==> src/core/pdl_pkg.sv <==
/*
 Shared constants, register map and state types of the delimiter and link block.
 Assumes a single 250 MHz system clock and symbol-aligned 5B code groups.
*/
package pdl_pkg;
	// ---------------------------------------------------------------
	// Clock and timing
	// ---------------------------------------------------------------
	localparam int CLK_MHZ       = 250;
	localparam int BREAK_MS      = 1200;
	localparam int NLP_MS        = 16;
	localparam int LINK_FAIL_MS  = 50;
	localparam int FLP_GAP_NS    = 62500;
	localparam int SQ_WIN_NS     = 250;
	localparam int SOI_GAP_NS    = 200;
	localparam int SOI_TX_NS     = 250;
	localparam int BREAK_CYC     = BREAK_MS * CLK_MHZ * 1000;
	localparam int NLP_CYC       = NLP_MS * CLK_MHZ * 1000;
	localparam int LINK_FAIL_CYC = LINK_FAIL_MS * CLK_MHZ * 1000;
	localparam int FLP_GAP_CYC   = FLP_GAP_NS * CLK_MHZ / 1000;
	localparam int SQ_WIN_CYC    = SQ_WIN_NS * CLK_MHZ / 1000;
	localparam int SOI_GAP_CYC   = (SOI_GAP_NS * CLK_MHZ + 999) / 1000;
	localparam int SOI_TX_CYC    = (SOI_TX_NS * CLK_MHZ + 999) / 1000;

	// ---------------------------------------------------------------
	// Code groups
	// ---------------------------------------------------------------
	localparam logic [4:0] SYM_I = 5'h1f;
	localparam logic [4:0] SYM_J = 5'h18;
	localparam logic [4:0] SYM_K = 5'h11;
	localparam logic [4:0] SYM_T = 5'h0d;
	localparam logic [4:0] SYM_R = 5'h07;
	localparam logic [4:0] SYM_5 = 5'h0b;
	localparam logic [4:0] ENC [16] = '{5'h1e, 5'h09, 5'h14, 5'h15, 5'h0a, 5'h0b, 5'h0e, 5'h0f,
		5'h12, 5'h13, 5'h16, 5'h17, 5'h1a, 5'h1b, 5'h1c, 5'h1d};

	// ---------------------------------------------------------------
	// Registers
	// ---------------------------------------------------------------
	localparam logic [3:0]  ADDR_CTRL  = 4'h0;
	localparam logic [3:0]  ADDR_ADV   = 4'h4;
	localparam logic [3:0]  ADDR_REM   = 4'h8;
	localparam logic [3:0]  ADDR_STAT  = 4'hc;
	localparam int          CTRL_ANEG  = 0;
	localparam int          CTRL_RST   = 1;
	localparam int          CTRL_SPD   = 2;
	localparam int          CTRL_DPX   = 3;
	localparam int          ST_BADSSD  = 0;
	localparam int          ST_BADESD  = 1;
	localparam int          ST_LINK    = 2;
	localparam int          ST_SPDDET  = 3;
	localparam int          ST_DPXDET  = 4;
	localparam int          ST_ANDONE  = 5;
	localparam int          ADV_10HD   = 5;
	localparam int          ADV_10FD   = 6;
	localparam int          ADV_100HD  = 7;
	localparam int          ADV_100FD  = 8;
	localparam int          ADV_ACK    = 14;
	localparam logic [15:0] ADV_RESET  = 16'h01e1;

	typedef enum logic [1:0] {TX_IDLE = 2'b00, TX_PRE = 2'b01, TX_DATA = 2'b10, TX_END = 2'b11} pdl_tx_t;
	typedef enum logic [1:0] {RX_IDLE = 2'b00, RX_DATA = 2'b01, RX_FALSE = 2'b10} pdl_rx_t;
	typedef enum logic [2:0] {AN_OFF = 3'b000, AN_BREAK = 3'b001, AN_DETECT = 3'b010,
		AN_ACK = 3'b011, AN_DONE = 3'b100} pdl_an_t;
endpackage

==> src/core/pdl_flp_tx.sv <==
/*
 Fast link pulse burst sender: 17 clock pulses interleaved with 16 data pulses.
 Assumes start is a one-cycle pulse; a start during a burst is ignored.
*/
`timescale 1ns/1ps
`default_nettype none
module pdl_flp_tx #(
	parameter int GAP = pdl_pkg::FLP_GAP_CYC
) (
	input  wire logic        clk_sys,
	input  wire logic        rst,
	input  wire logic        start,
	input  wire logic [15:0] word,
	output logic             pulse,
	output logic             busy
);
	typedef struct packed {
		logic        busy;
		logic [5:0]  slot;
		logic [31:0] cnt;
		logic        pulse;
		logic [15:0] word;
	} pdl_flp_st_t;

	pdl_flp_st_t r;
	pdl_flp_st_t next_r;

	always_comb begin
		next_r = r;
		next_r.pulse = 1'b0;
		if (!r.busy && start) begin
			next_r = '{busy: 1'b1, slot: 6'd0, cnt: 32'd0, pulse: 1'b0, word: word};
		end else if (r.busy) begin
			next_r.cnt = r.cnt + 32'd1;
			if (r.cnt == 32'(GAP - 1)) begin
				next_r.cnt = 32'd0;
				// Even slots are clock pulses; odd slots carry bit D0 first.
				next_r.pulse = r.slot[0] ? r.word[r.slot[4:1]] : 1'b1;
				next_r.slot = r.slot + 6'd1;
				if (r.slot == 6'd32) begin
					next_r.busy = 1'b0;
				end
			end
		end
	end

	always_ff @(posedge clk_sys) begin
		if (rst) begin
			r <= '0;
		end else begin
			r <= next_r;
		end
	end

	assign pulse = r.pulse;
	assign busy  = r.busy;
endmodule
`default_nettype wire

==> src/core/pdl_squelch.sv <==
/*
 10 Mbps squelch and start-of-idle detector producing the carrier level.
 Assumes crossing and zero-crossing inputs are one-cycle pulses in this clock.
*/
`timescale 1ns/1ps
`default_nettype none
module pdl_squelch #(
	parameter int WIN = pdl_pkg::SQ_WIN_CYC,
	parameter int GAP = pdl_pkg::SOI_GAP_CYC
) (
	input  wire logic clk_sys,
	input  wire logic rst,
	input  wire logic sqPos,
	input  wire logic sqNeg,
	input  wire logic zeroX,
	output logic      crs,
	output logic      soi
);
	typedef struct packed {
		logic [1:0] cnt;
		logic       pol;
		logic [7:0] win;
		logic       crs;
		logic [7:0] idle;
		logic       soi;
	} pdl_sq_st_t;

	pdl_sq_st_t r;
	pdl_sq_st_t next_r;

	always_comb begin
		next_r = r;
		next_r.soi = 1'b0;
		if (!r.crs) begin
			if (r.cnt != 2'd0) begin
				next_r.win = r.win + 8'd1;
			end
			if (r.win > 8'(WIN)) begin
				next_r.cnt = 2'd0;
			end
			if (sqPos || sqNeg) begin
				next_r.pol = sqPos;
				if (r.cnt != 2'd0 && r.pol != sqPos && r.win <= 8'(WIN)) begin
					next_r.cnt = r.cnt + 2'd1;
					if (r.cnt == 2'd2) begin
						next_r.crs  = 1'b1;
						next_r.cnt  = 2'd0;
						next_r.idle = 8'd0;
					end
				end else begin
					next_r.cnt = 2'd1;
					next_r.win = 8'd0;
				end
			end
		end else begin
			next_r.idle = zeroX ? 8'd0 : r.idle + 8'd1;
			if (r.idle >= 8'(GAP - 1)) begin
				next_r.crs = 1'b0;
				next_r.soi = 1'b1;
			end
		end
	end

	always_ff @(posedge clk_sys) begin
		if (rst) begin
			r <= '0;
		end else begin
			r <= next_r;
		end
	end

	assign crs = r.crs;
	assign soi = r.soi;
endmodule
`default_nettype wire

==> src/core/pdl_delim_link.sv <==
/*
 Delimiter coding, 10 Mbps framing, link integrity and auto-negotiation of the PHY.
 Assumes symbol strobes mark aligned 5B groups and partner words arrive decoded.
*/
// Overview of operation
// - 100M transmit puts J then K in place of the first two preamble symbols.
// - Receiver in idle reports no valid data to the MAC.
// - J-K pair in idle starts reception, data valid, two /5/ symbols out.
// - Other noisy pair in idle raises false carrier, error and bad start flag.
// - After false carrier, start pairs are ignored until an idle pair.
// - Other quiet pairs in idle are dropped; receiver stays idle.
// - 10M start of packet is squelch valid data; carrier sense asserts.
// - 100M transmit appends T then R right after the last data symbol.
// - T-R pair during reception ends it and is replaced by idle symbols.
// - Idle pair during reception flags error on first idle, sets bad end flag.
// - 10M transmit appends a start-of-idle pulse after transmit enable drops.
// - 10M start-of-idle from missing transitions ends reception.
// - Link logic runs either standard link integrity or auto-negotiation.
// - 10M link pass by normal link pulses; pulses sent while idle.
// - 100M link pass from squelch and descrambler lock, no pulses.
// - Negotiation trades 16-bit words in fast link pulse bursts.
// - Negotiation starts on enable, on link fail or on restart request.
// - Plain 10M or 100M partner signal selects that mode directly.
// - Bursts carry the advertisement; partner word lands in remote register.
// - On completion resolve speed and duplex by priority and apply them.
// - Resolved speed and duplex show in their status bits.
// - On enable all transmission stops for the break time, then negotiation.
// - 10M valid data needs three alternating crossings inside the window.
`timescale 1ns/1ps
`default_nettype none
module pdl_delim_link #(
	parameter int BREAK_CYC = pdl_pkg::BREAK_CYC,
	parameter int NLP_CYC   = pdl_pkg::NLP_CYC,
	parameter int FAIL_CYC  = pdl_pkg::LINK_FAIL_CYC,
	parameter int FLP_GAP   = pdl_pkg::FLP_GAP_CYC
) (
	input  wire logic        clk_sys,
	input  wire logic        rst,
	input  wire logic [3:0]  addr,
	input  wire logic [15:0] wrData,
	input  wire logic        wrStb,
	input  wire logic        rdStb,
	output logic      [15:0] rdData,
	input  wire logic        txEn,
	input  wire logic [3:0]  txData,
	input  wire logic        txSymStb,
	output logic      [4:0]  txCode,
	output logic             txLineEn,
	output logic             soiPulse,
	output logic             linkPulse,
	input  wire logic        rxSymStb,
	input  wire logic [4:0]  rxCode,
	output logic      [4:0]  rxCodeOut,
	output logic             rxDv,
	output logic             rxEr,
	output logic             rxFalse,
	output logic             crs,
	input  wire logic        sqPos,
	input  wire logic        sqNeg,
	input  wire logic        zeroX,
	input  wire logic        sig100,
	input  wire logic        descLock,
	input  wire logic        rxNlp,
	input  wire logic        rxFlpValid,
	input  wire logic [15:0] rxFlpWord,
	output logic             linkPass,
	output logic             speed100,
	output logic             fullDuplex
);
	typedef struct packed {
		pdl_pkg::pdl_tx_t txSt;
		logic [4:0]       txCode;
		logic             txEnPrev;
		logic [7:0]       soiCnt;
		logic             soiPulse;
		pdl_pkg::pdl_rx_t rxSt;
		logic [4:0]       prevCode;
		logic             substNext;
		logic [4:0]       substCode;
		logic [4:0]       rxCodeOut;
		logic             rxDv;
		logic             rxEr;
		logic             rxFalse;
		logic             crs;
		logic             badSsd;
		logic             badEsd;
		logic             anegEn;
		logic             anegEnPrev;
		logic             speedSel;
		logic             duplexSel;
		logic [15:0]      adv;
		logic [15:0]      remote;
		logic [15:0]      rdData;
		pdl_pkg::pdl_an_t anSt;
		logic [31:0]      anTimer;
		logic [31:0]      linkTimer;
		logic             resSpeed;
		logic             resDuplex;
		logic             linkPass;
		logic             linkPulse;
		logic             txLineEn;
		logic             flpStart;
		logic [15:0]      flpWord;
		logic             speed100;
		logic             fullDuplex;
	} pdl_top_st_t;

	pdl_top_st_t r;
	pdl_top_st_t next_r;
	logic        crs10;
	logic        soiSeen;
	logic        flpPulse;
	logic        flpBusy;
	logic [9:0]  pair;
	logic        isJK;
	logic        isTR;
	logic        isII;
	logic        sp100;
	logic        dpx;
	logic        linkOk;
	logic        startAn;

	// ---------------------------------------------------------------
	// Helpers
	// ---------------------------------------------------------------
	// Two separate runs of zeros mean real activity; a lone J with idle is one run.
	function automatic logic twoZeroRuns(input logic [9:0] v);
		logic [10:0] w;
		logic [3:0]  runs;
		w = {1'b1, v};
		runs = 4'd0;
		for (int i = 0; i < 10; i++) begin
			if (!w[i] && w[i+1]) begin
				runs = runs + 4'd1;
			end
		end
		return runs >= 4'd2;
	endfunction

	pdl_squelch u_squelch (
		.clk_sys (clk_sys),
		.rst     (rst),
		.sqPos   (sqPos),
		.sqNeg   (sqNeg),
		.zeroX   (zeroX),
		.crs     (crs10),
		.soi     (soiSeen)
	);

	pdl_flp_tx #(.GAP(FLP_GAP)) u_flp (
		.clk_sys (clk_sys),
		.rst     (rst),
		.start   (r.flpStart),
		.word    (r.flpWord),
		.pulse   (flpPulse),
		.busy    (flpBusy)
	);

	assign pair  = {r.prevCode, rxCode};
	assign isJK  = pair == {pdl_pkg::SYM_J, pdl_pkg::SYM_K};
	assign isTR  = pair == {pdl_pkg::SYM_T, pdl_pkg::SYM_R};
	assign isII  = pair == {pdl_pkg::SYM_I, pdl_pkg::SYM_I};
	assign sp100 = r.anegEn ? r.resSpeed : r.speedSel;
	assign dpx   = r.anegEn ? r.resDuplex : r.duplexSel;

	// ---------------------------------------------------------------
	// Next state
	// ---------------------------------------------------------------
	always_comb begin
		next_r = r;
		next_r.rdData = 16'h0000;
		next_r.flpStart = 1'b0;
		next_r.linkPulse = 1'b0;
		next_r.txEnPrev = txEn;
		next_r.anegEnPrev = r.anegEn;
		linkOk = 1'b0;
		startAn = 1'b0;

		if (rdStb) begin
			unique case (addr)
				pdl_pkg::ADDR_CTRL: next_r.rdData = {12'h000, r.duplexSel, r.speedSel, 1'b0, r.anegEn};
				pdl_pkg::ADDR_ADV:  next_r.rdData = r.adv;
				pdl_pkg::ADDR_REM:  next_r.rdData = r.remote;
				pdl_pkg::ADDR_STAT: begin
					next_r.rdData[pdl_pkg::ST_BADSSD] = r.badSsd;
					next_r.rdData[pdl_pkg::ST_BADESD] = r.badEsd;
					next_r.rdData[pdl_pkg::ST_LINK]   = r.linkPass;
					next_r.rdData[pdl_pkg::ST_SPDDET] = r.resSpeed;
					next_r.rdData[pdl_pkg::ST_DPXDET] = r.resDuplex;
					next_r.rdData[pdl_pkg::ST_ANDONE] = r.anSt == pdl_pkg::AN_DONE;
					next_r.badSsd = 1'b0;
					next_r.badEsd = 1'b0;
				end
				default: next_r.rdData = 16'h0000;
			endcase
		end
		if (wrStb && addr == pdl_pkg::ADDR_CTRL) begin
			next_r.anegEn    = wrData[pdl_pkg::CTRL_ANEG];
			next_r.speedSel  = wrData[pdl_pkg::CTRL_SPD];
			next_r.duplexSel = wrData[pdl_pkg::CTRL_DPX];
			startAn = wrData[pdl_pkg::CTRL_ANEG] && wrData[pdl_pkg::CTRL_RST];
		end
		if (wrStb && addr == pdl_pkg::ADDR_ADV) begin
			next_r.adv = wrData;
		end

		// Transmit encoder, one code group per symbol strobe.
		if (txSymStb) begin
			unique case (r.txSt)
				pdl_pkg::TX_IDLE: begin
					next_r.txCode = pdl_pkg::SYM_I;
					if (txEn) begin
						next_r.txCode = pdl_pkg::SYM_J;
						next_r.txSt = pdl_pkg::TX_PRE;
					end
				end
				pdl_pkg::TX_PRE: begin
					next_r.txCode = pdl_pkg::SYM_K;
					next_r.txSt = pdl_pkg::TX_DATA;
				end
				pdl_pkg::TX_DATA: begin
					next_r.txCode = pdl_pkg::ENC[txData];
					if (!txEn) begin
						next_r.txCode = pdl_pkg::SYM_T;
						next_r.txSt = pdl_pkg::TX_END;
					end
				end
				pdl_pkg::TX_END: begin
					next_r.txCode = pdl_pkg::SYM_R;
					next_r.txSt = pdl_pkg::TX_IDLE;
				end
			endcase
		end
		next_r.soiCnt = (r.soiCnt != 8'd0) ? r.soiCnt - 8'd1 : 8'd0;
		if (!sp100 && r.txEnPrev && !txEn) begin
			next_r.soiCnt = 8'(pdl_pkg::SOI_TX_CYC);
		end
		next_r.soiPulse = next_r.soiCnt != 8'd0;

		// Receive delimiter detector.
		if (!sp100) begin
			next_r.rxSt = pdl_pkg::RX_IDLE;
			next_r.rxDv = crs10 && !soiSeen;
			next_r.rxEr = 1'b0;
			next_r.rxFalse = 1'b0;
		end else if (rxSymStb) begin
			next_r.prevCode = rxCode;
			next_r.substNext = 1'b0;
			next_r.rxCodeOut = r.substNext ? r.substCode : r.prevCode;
			unique case (r.rxSt)
				pdl_pkg::RX_IDLE: begin
					next_r.rxDv = 1'b0;
					next_r.rxEr = 1'b0;
					next_r.rxFalse = 1'b0;
					if (isJK) begin
						next_r.rxSt = pdl_pkg::RX_DATA;
						next_r.rxDv = 1'b1;
						next_r.rxCodeOut = pdl_pkg::SYM_5;
						next_r.substNext = 1'b1;
						next_r.substCode = pdl_pkg::SYM_5;
					end else if (!isII && twoZeroRuns(pair)) begin
						next_r.rxSt = pdl_pkg::RX_FALSE;
						next_r.rxFalse = 1'b1;
						next_r.rxEr = 1'b1;
						next_r.badSsd = 1'b1;
					end
				end
				pdl_pkg::RX_DATA: begin
					next_r.rxEr = 1'b0;
					if (isTR) begin
						next_r.rxSt = pdl_pkg::RX_IDLE;
						next_r.rxDv = 1'b0;
						next_r.rxCodeOut = pdl_pkg::SYM_I;
						next_r.substNext = 1'b1;
						next_r.substCode = pdl_pkg::SYM_I;
					end else if (isII) begin
						next_r.rxSt = pdl_pkg::RX_IDLE;
						next_r.rxEr = 1'b1;
						next_r.badEsd = 1'b1;
					end
				end
				pdl_pkg::RX_FALSE: begin
					if (isII) begin
						next_r.rxSt = pdl_pkg::RX_IDLE;
						next_r.rxFalse = 1'b0;
						next_r.rxEr = 1'b0;
					end
				end
				default: next_r.rxSt = pdl_pkg::RX_IDLE;
			endcase
		end
		next_r.crs = sp100 ? (next_r.rxDv || next_r.rxFalse) : crs10;

		// Link integrity for the active speed.
		if (sp100) begin
			linkOk = sig100 && descLock;
			next_r.linkPass = linkOk;
		end else begin
			next_r.linkTimer = r.linkTimer + 32'd1;
			linkOk = r.linkTimer < 32'(FAIL_CYC - 1);
			if (rxNlp || crs10) begin
				next_r.linkTimer = 32'd0;
				linkOk = 1'b1;
			end
			next_r.linkPass = linkOk;
		end

		// Negotiation sequencer.
		if (r.anegEn && !r.anegEnPrev) begin
			startAn = 1'b1;
		end
		next_r.anTimer = r.anTimer + 32'd1;
		unique case (r.anSt)
			pdl_pkg::AN_OFF, pdl_pkg::AN_DONE: begin
				if (!sp100 && !txEn && r.anTimer >= 32'(NLP_CYC - 1)) begin
					next_r.anTimer = 32'd0;
					next_r.linkPulse = 1'b1;
				end
				if (r.anSt == pdl_pkg::AN_DONE && r.linkPass && !linkOk) begin
					startAn = 1'b1;
				end
			end
			pdl_pkg::AN_BREAK: begin
				next_r.linkPass = 1'b0;
				if (r.anTimer == 32'(BREAK_CYC - 1)) begin
					next_r.anSt = pdl_pkg::AN_DETECT;
					next_r.anTimer = 32'd0;
				end
			end
			pdl_pkg::AN_DETECT, pdl_pkg::AN_ACK: begin
				next_r.linkPass = 1'b0;
				next_r.linkPulse = flpPulse;
				if (r.anTimer >= 32'(NLP_CYC - 1)) begin
					next_r.anTimer = 32'd0;
				end
				next_r.flpStart = r.anTimer == 32'd0 && !flpBusy;
				next_r.flpWord = r.adv;
				next_r.flpWord[pdl_pkg::ADV_ACK] = r.anSt == pdl_pkg::AN_ACK;
				if (rxFlpValid) begin
					next_r.remote = rxFlpWord;
					next_r.anSt = pdl_pkg::AN_ACK;
					if (r.anSt == pdl_pkg::AN_ACK && rxFlpWord[pdl_pkg::ADV_ACK]) begin
						next_r.anSt = pdl_pkg::AN_DONE;
						next_r.resSpeed = (r.adv[pdl_pkg::ADV_100FD] && rxFlpWord[pdl_pkg::ADV_100FD])
							|| (r.adv[pdl_pkg::ADV_100HD] && rxFlpWord[pdl_pkg::ADV_100HD]);
						next_r.resDuplex = (r.adv[pdl_pkg::ADV_100FD] && rxFlpWord[pdl_pkg::ADV_100FD])
							|| (!next_r.resSpeed && r.adv[pdl_pkg::ADV_10FD] && rxFlpWord[pdl_pkg::ADV_10FD]);
					end
				end else if (r.anSt == pdl_pkg::AN_DETECT && rxNlp) begin
					next_r.anSt = pdl_pkg::AN_DONE;
					next_r.resSpeed = 1'b0;
					next_r.resDuplex = 1'b0;
				end else if (r.anSt == pdl_pkg::AN_DETECT && sig100 && descLock) begin
					next_r.anSt = pdl_pkg::AN_DONE;
					next_r.resSpeed = 1'b1;
					next_r.resDuplex = 1'b0;
				end
			end
			default: next_r.anSt = pdl_pkg::AN_OFF;
		endcase
		if (startAn) begin
			next_r.anSt = pdl_pkg::AN_BREAK;
			next_r.anTimer = 32'd0;
			next_r.linkPulse = 1'b0;
		end
		if (!next_r.anegEn) begin
			next_r.anSt = (r.anSt == pdl_pkg::AN_OFF) ? pdl_pkg::AN_OFF : pdl_pkg::AN_OFF;
		end
		next_r.txLineEn = next_r.anSt != pdl_pkg::AN_BREAK;
		next_r.speed100 = sp100;
		next_r.fullDuplex = dpx;
	end

	always_ff @(posedge clk_sys) begin
		if (rst) begin
			r <= '0;
			r.adv <= pdl_pkg::ADV_RESET;
			r.txCode <= pdl_pkg::SYM_I;
			r.prevCode <= pdl_pkg::SYM_I;
			r.rxCodeOut <= pdl_pkg::SYM_I;
			r.txLineEn <= 1'b1;
		end else begin
			r <= next_r;
		end
	end

	assign rdData = r.rdData;
	assign txCode = r.txCode;
	assign txLineEn = r.txLineEn;
	assign soiPulse = r.soiPulse;
	assign linkPulse = r.linkPulse && r.txLineEn;
	assign rxCodeOut = r.rxCodeOut;
	assign rxDv = r.rxDv;
	assign rxEr = r.rxEr;
	assign rxFalse = r.rxFalse;
	assign crs = r.crs;
	assign linkPass = r.linkPass;
	assign speed100 = r.speed100;
	assign fullDuplex = r.fullDuplex;
endmodule
`default_nettype wire

==> config.mk <==
export PLATFORM = sky130hd
export DESIGN_NAME = pdl_delim_link
export DESIGN_NICKNAME = d
export VERILOG_FILES = /design/src/core/pdl_pkg.sv /design/src/core/pdl_flp_tx.sv /design/src/core/pdl_squelch.sv /design/src/core/pdl_delim_link.sv
export SDC_FILE = /design/constraint.sdc
export NUM_CORES = 1
export LEC_CHECK = 0
export BUFFER_PORTS_ARGS = -buffer_cell sky130_fd_sc_hd__buf_2
export CORE_UTILIZATION = 60
export CTS_CLUSTER_DIAMETER = 200
export DETAILED_ROUTE_END_ITERATION = 10
export PLACE_DENSITY = 0.76
export SLEW_MARGIN = 20
export SYNTH_ARGS = -nofsm -noshare
export SYNTH_HDL_FRONTEND = slang
export SYNTH_SLANG_ARGS = --single-unit
==> constraint.sdc <==
create_clock -name clk_sys -period 7.24 [get_ports clk_sys]
set_input_delay 1.81 -clock clk_sys [delete_from_list [all_inputs] [get_ports clk_sys]]
set_output_delay 1.81 -clock clk_sys [all_outputs]
set_load 0.05 [all_outputs]
# Yosys cells after proc, flatten, opt, wreduce, memory -nomap -nowiden
# Memories as Yosys holds them, arrays and structs flattened.
# Index checks and enable logic that the tools add are counted.
[op_classes]
addsub = 17
n_mul = 0
div = 0
order_cmp = 8
n_eq_ne = 28
shifts = 0
n_mux = 134
n_bitwise = 7
reduce_logical = 93
[op_table]
columns = ["operator", "n"]
rows = [
  ["$mux 4", 49],
  ["$mux 40", 3],
  ["$add 32x1->32 const B", 3],
  ["$mux 32", 3],
  ["$pmux 32 s3", 1],
  ["$mux 35", 2],
  ["$mux 8", 5],
  ["$add 4x1->4 const B", 9],
  ["$mux 2", 18],
  ["$logic_and 1x1->1", 35],
  ["$eq 32x14->1 const B", 1],
  ["$eq 32x29->1 const B", 1],
  ["$ge 32x22->1 const B", 1],
  ["$logic_not 32->1", 1],
  ["$lt 32x24->1 const B", 1],
  ["$pmux 7 s4", 1],
  ["$mux 9", 3],
  ["$mux 1", 25],
  ["$mux 12", 2],
  ["$pmux 12 s2", 1],
  ["$pmux 6 s4", 1],
  ["$mux 3", 7],
  ["$eq 10x10->1 const B", 2],
  ["$mux 20", 1],
  ["47 further kinds", 111],
]
[word_totals]
register_bits = 261
latch_bits = 0
ramBits = 0
mem_bits_ro = 80
input_bits = 59
output_inout_bits = 36
n_memories = 1
[memory_table]
columns = ["memory", "words", "word_bits", "read_ports", "rd_clocked_by_memory_dff", "wr", "line", "text"]
rows = [
  ["(name not given)", 16, 5, 1, 0, 0, "pdl_delim_link.sv:222", "next_r.txCode = pdl_pkg::ENC[txData];"],
]

# Depth between registers and ports, before layout
[depth]
depth_word = 70
mapped_depth = 31
depth_no_buf = 29

# Hierarchy
# A second synthesis with hierarchy kept.
[hier_totals]
hier_cells = 1512
area_unflattened_um2 = 12490.7
[modules_own_cells]
columns = ["mod", "n_inst", "cells_per_inst", "area_per_inst_um2", "seq_area_each_um2"]
rows = [
  ["pdl_delim_link", 1, 1095, 8828.5, 3623.5],
  ["pdl_flp_tx", 1, 294, 2578.7, 1121.1],
  ["pdl_squelch", 1, 123, 1083.5, 420.4],
]

# Worst setup path after synthesis
# OpenSTA, ideal clock, no wires.
[synth_path]
kind = "input-to-reg"
from = "input rxCode[2]"
to = "register r (netlist bit crs)"
setup_time_ps = 137
t_arrival_ps = 6501
required_ps = 7103
setup_slack_ps = 601
path_stages = 31
path_cell_list = "buf_4 -> inv_1 -> nor2_1 -> inv_1 -> ha_1 -> buf_2 -> xnor2_1 -> ha_1 -> nand2_1 -> a21oi_1 -> a21oi_1 -> xor2_1 -> a21oi_1 -> ha_1 -> nor2_1 -> a21oi_1 -> xor2_1 -> o21ai_0 -> ha_1 -> and2_1 -> a311oi_1 -> a31oi_1 -> nor2_1 -> a21oi_1 -> ha_1 -> xnor2_1 -> xnor2_1 -> o31ai_1 -> o31ai_4 -> a32oi_1 -> a221oi_2"
[synth_via]
elab_chain_len = 63
[synth_lines]
columns = ["element", "line", "text"]
rows = [
  ["start: declaration", "pdl_delim_link.sv:52", "input wire logic [4:0] rxCode,"],
  ["$logic_and 1x1->1", "pdl_delim_link.sv:133", "if (!w[i] && w[i+1]) begin"],
  ["$mux 4", "pdl_delim_link.sv:133", ""],
  ["$mux 4", "pdl_delim_link.sv:255", "if (isJK) begin"],
  ["$mux 4", "pdl_delim_link.sv:250", "unique case (r.rxSt)"],
  ["$mux 4", "pdl_delim_link.sv:246", "end else if (rxSymStb) begin"],
  ["$mux 4", "pdl_delim_link.sv:241", "if (!sp100) begin"],
  ["$add 4x1->4", "pdl_delim_link.sv:134", "runs = runs + 4'd1;"],
  ["$mux 4", "pdl_delim_link.sv:133", ""],
  ["[47 not listed]", "--", ""],
  ["$logic_and 1x1->1", "pdl_delim_link.sv:261", "end else if (!isII && twoZeroRuns(pair)) begin"],
  ["$mux 2", "pdl_delim_link.sv:261", ""],
  ["$mux 2", "pdl_delim_link.sv:255", ""],
  ["$pmux 1 s2", "pdl_delim_link.sv:250", ""],
  ["$mux 3 (*)", "pdl_delim_link.sv:246", ""],
  ["$mux 3 (*)", "pdl_delim_link.sv:241", ""],
  ["$logic_or 1x1->1 (*)", "pdl_delim_link.sv:292", "next_r.crs = sp100 ? (next_r.rxDv || next_r.rxFalse) : crs10;"],
  ["$mux 1 (*)", "pdl_delim_link.sv:292", ""],
  ["end signal: assignment", "pdl_delim_link.sv:383", "r <= next_r;"],
  ["end: declaration", "pdl_delim_link.sv:108", "pdl_top_st_t r;"],
]
# Mark *: on every way between the ends. The rest lies on a longest branch, timed or not. The select of a mux whose other input is x is not followed.
# A chain may end at the register's enable or synchronous reset.

# Worst setup path in the final report
# Same ends and word-level chain as after synthesis.

==> results.py <==
metrics = {
    "worst_setup_path": {
        "cp-end-kind": "flop",
        "cp_slowest_cell": "o31ai_1",
        "cp_slowest_stage_delay_ns": 0.38,
        "regToRegEndpoint": "crs$_SDFF_PP0_",
        "critPathArrivalTime_ns": 7.23,
        "r2r-start": "pair[5]$_SDFFE_PP1P_",
        "worst-path-buf-inv": 3,
        "worst-r2r-setup-slack_ns": 2.40,
        "crit_fanout": 7,
        "cp-start-kind": "input port",
        "r2r_cells": 20,
        "critPathRequiredTime_ns": 7.63,
        "critPathTopFamily": "compound AO/OA/AOI/OAI gates",
        "critPathKind": "in -> reg",
    },
    "floorplanning": {
        "coreArea_sq_um": 19700,
        "die_h_um": 145,
        "pin_count": 95,
        "rows": 51,
        "dieArea_sq_um": 21000,
        "die_w_um": 145,
        "start_util_pct": 62.1,
    },
    "sta": {
        "final_hold_viol_count": 0,
        "finalCriticalPeriod_ns": 6.84,
        "finalSetupViolCount": 0,
        "drv_slew": 0,
        "skew_ns": 0.0144,
        "tns_ns": 0,
        "rsz0062_at_grt": "no",
        "fin_crit_sh_pct": 94.4,
        "slew_headroom_pct": 32.5,
        "fmax_mhz": 146,
        "tightest_slew_ns": 1.00,
        "layout_setup_ws_ns": 0.404,
    },
    "final_layout": {
        "mostFrequentLayoutCells": "258 x dfxtp_1, 252 x nand2_1, 204 x nor2_1, 115 x a21oi_1, 93 x buf_2",
        "syn2layout_area_growth_pct": 11.6,
        "final_cells": 1828,
        "final_util_pct": 69.3,
        "mostFrequentLayoutCell": "dfxtp_1",
        "antenna_cells": 0,
        "drive_gt1_share_pct": 11.0,
        "nets": 1630,
    },
    "yosys": {
        "async_flop_share_pct": 0,
        "synth_cells": 1508,
        "synth.avg_cell_area_sq_um": 8.12,
        "synth-edff-count": 0,
        "netlist_area_sq_um": 12200,
        "yosysTopAreaCell": "dfxtp_1",
        "synthTopCellsByArea": "dfxtp_1 42%, nand2_1 7.7%, nor2_1 6.3%",
        "yosysUniqueCellTypes": 68,
        "ys.warnings.count": 0,
        "synth_top_cell_area_share_pct": 42.2,
        "synth_nets": 1596,
        "ys_ff_latch": 258,
        "ys_seq_area_share_pct": 42.2,
        "synth_flop_cell": "dfxtp_1",
    },
    "detailed_routing": {
        "firstDrtPassIters": 5,
        "viasPerCell": 5.64,
        "wirelength_um": 26800,
        "dr.first_iter.drc_count": 548,
        "post_drt_wl_per_cell_um": 14.7,
        "num_vias": 10300,
        "drc": 0,
        "antenna_left": 0,
    },
    "min_path": {
        "whs_endpoint": "u_flp.r[11]$_SDFFE_PP0P_",
        "hold_start": "r[13]$_SDFFE_PP0N_",
        "hold-path-cell-count": 2,
        "hold_class": "reg -> reg",
    },
    "global_route": {
        "grt_overflow_total": 0,
        "grt_pass1_wl_um": 44400,
        "antenna_found_initial": 0,
        "grt_usage_pct": 25.8,
        "grt_pass1_vias": 9479,
        "grt_max_degree": 81,
    },
    "clocking": {
        "tritoncts": "done",
        "htreeDepth": 1,
        "ctsHoldBuffers": 0,
        "postCtsSetupRepairBufs": 0,
        "clock_latency_ns": 0.53,
        "cts_root_buffer": "clkbuf_16",
        "cts_inserted_buffers": 27,
        "clk_pin_slew_ns": 0.06,
        "clockBufferDepth": 3,
        "clock-sinks": 258,
        "cts_resized": 0,
    },
    "placed_design": {
        "dp_cells": 1778,
        "dp_slack_ns": -0.0529,
        "io_buffer_count": 94,
        "dp_hpwl_um": 19000,
        "routabilityCongestion": 0.832,
    },
    "power": {
        "ir_drop_mv": 0.169,
        "p_leak_nw": 5.11,
        "power_density_nw_per_um2": 244,
    },
    "job": {
        "cap_violations": 0,
    },
    "status": {
        "status": "completed",
    },
}
worst max-delay path by stage:
stage                                end  cells past startpoint  slack (ns)       from
after floorplan           crs$_SDFF_PP0_                     31        0.60  rxCode[2]
after global placement    crs$_SDFF_PP0_                     30        0.24  rxCode[2]
after detailed placement  crs$_SDFF_PP0_                     30       -0.05  rxCode[2]
after CTS                 crs$_SDFF_PP0_                     30        0.47  rxCode[2]
after global routing      crs$_SDFF_PP0_                     30       0.005  rxCode[2]
final                     crs$_SDFF_PP0_                     30        0.40  rxCode[2]
cell type report:
| cell class | instances | area, sq um |
|---|---|---|
| flip-flops and latches | 258 | 5160 |
| well taps | 265 | 332 |
| clock buffers | 30 | 717 |
| inverters | 38 | 143 |
| repair buffers | 99 | 510 |
| fillers | 1603 | 6060 |
| clock inverters | 20 | 302 |
| multi-input cells | 1118 | 6490 |
cells by family (layout without fill, tap and decap cells):
logic type	count (synthesis)	count (layout)	share of synthesized area, %
compound gates	238	238	12.3
fa+ha+maj	29	29	2.96
simple gates	712	712	26.8
mux	19	19	2.11
buf+inv	132	187	4.95
flops	258	258	42.2
xor+xnor	120	120	8.65
state kept, by name (all words and copies together), names as in the netlist:
| register | cells |
|---|---|
| crs | 1 |
| fullDuplex | 1 |
| linkPass | 1 |
| next_r | 1 |
| pair | 5 |
| r | 140 |
| rdData | 16 |
| rxCodeOut | 5 |
| rxDv | 1 |
| rxEr | 1 |
| rxFalse | 1 |
| soiPulse | 1 |
| speed100 | 1 |
| txCode | 5 |
| txLineEn | 1 |
| u_flp.busy | 1 |
| u_flp.pulse | 1 |
| u_flp.r | 54 |
| u_squelch.crs | 1 |
| u_squelch.r | 19 |
| u_squelch.soi | 1 |
per-stage QoR:
step	area (sq um)	total power (W)	hold slack, ns
6_report	13700	0.00334	0.452
5_1_grt	13700	0.00347	0.477
4_1_cts	13600	0.00336	0.454
3_5_place_dp	12600	0.00182	0.446
3_3_place_gp	12600	0.00181	0.441
2_1_floorplan	12200	0.00175	0.430
metal layers:
layer	global-route usage, %	vias to the layer above	wire length, um
met5	0	-	0
met4	8.09	0	679
met3	3.36	56	1170
met2	42.3	220	12200
met1	35.4	4856	12800
li1	-	5183	-
worst register-to-register path, cell delays in order, from the launching register on:
cell	delay (ns)
dfxtp_1	0.44
nor2b_1	0.51
xor2_1	0.30
ha_1	0.31
nor2_1	0.11
a21oi_1	0.07
xor2_1	0.17
o21ai_0	0.18
ha_1	0.26
and2_1	0.17
a311oi_1	0.28
a31oi_1	0.07
nor2_1	0.23
a21oi_1	0.12
ha_1	0.21
xnor2_1	0.20
xnor2_1	0.09
o31ai_1	0.38
o31ai_4	0.18
a32oi_1	0.34
a221oi_2	0.09
power breakdown:
| part | switching [W] | total, W | internal, W |
|---|---|---|---|
| clock network | 0.000576 | 0.00154 | 0.000969 |
| registers | 0.0000269 | 0.00148 | 0.00145 |
| logic | 0.000189 | 0.000314 | 0.000126 |
| total | 0.000792 | 0.00334 | 0.00255 |
cell usage after synthesis (24+ instances only):
cell type and instances:
ha_1 29, a21oi_1 115, xor2_1 73, nand2_1 252, and3_1 24, nand4_1 27, nor2_1 204, inv_1 38
o21ai_0 36, buf_4 28, clkbuf_1 58, nand3_1 54, nor3_1 29, xnor2_1 46, dfxtp_1 258
Note: power is estimated with default switching activity, not from simulation.
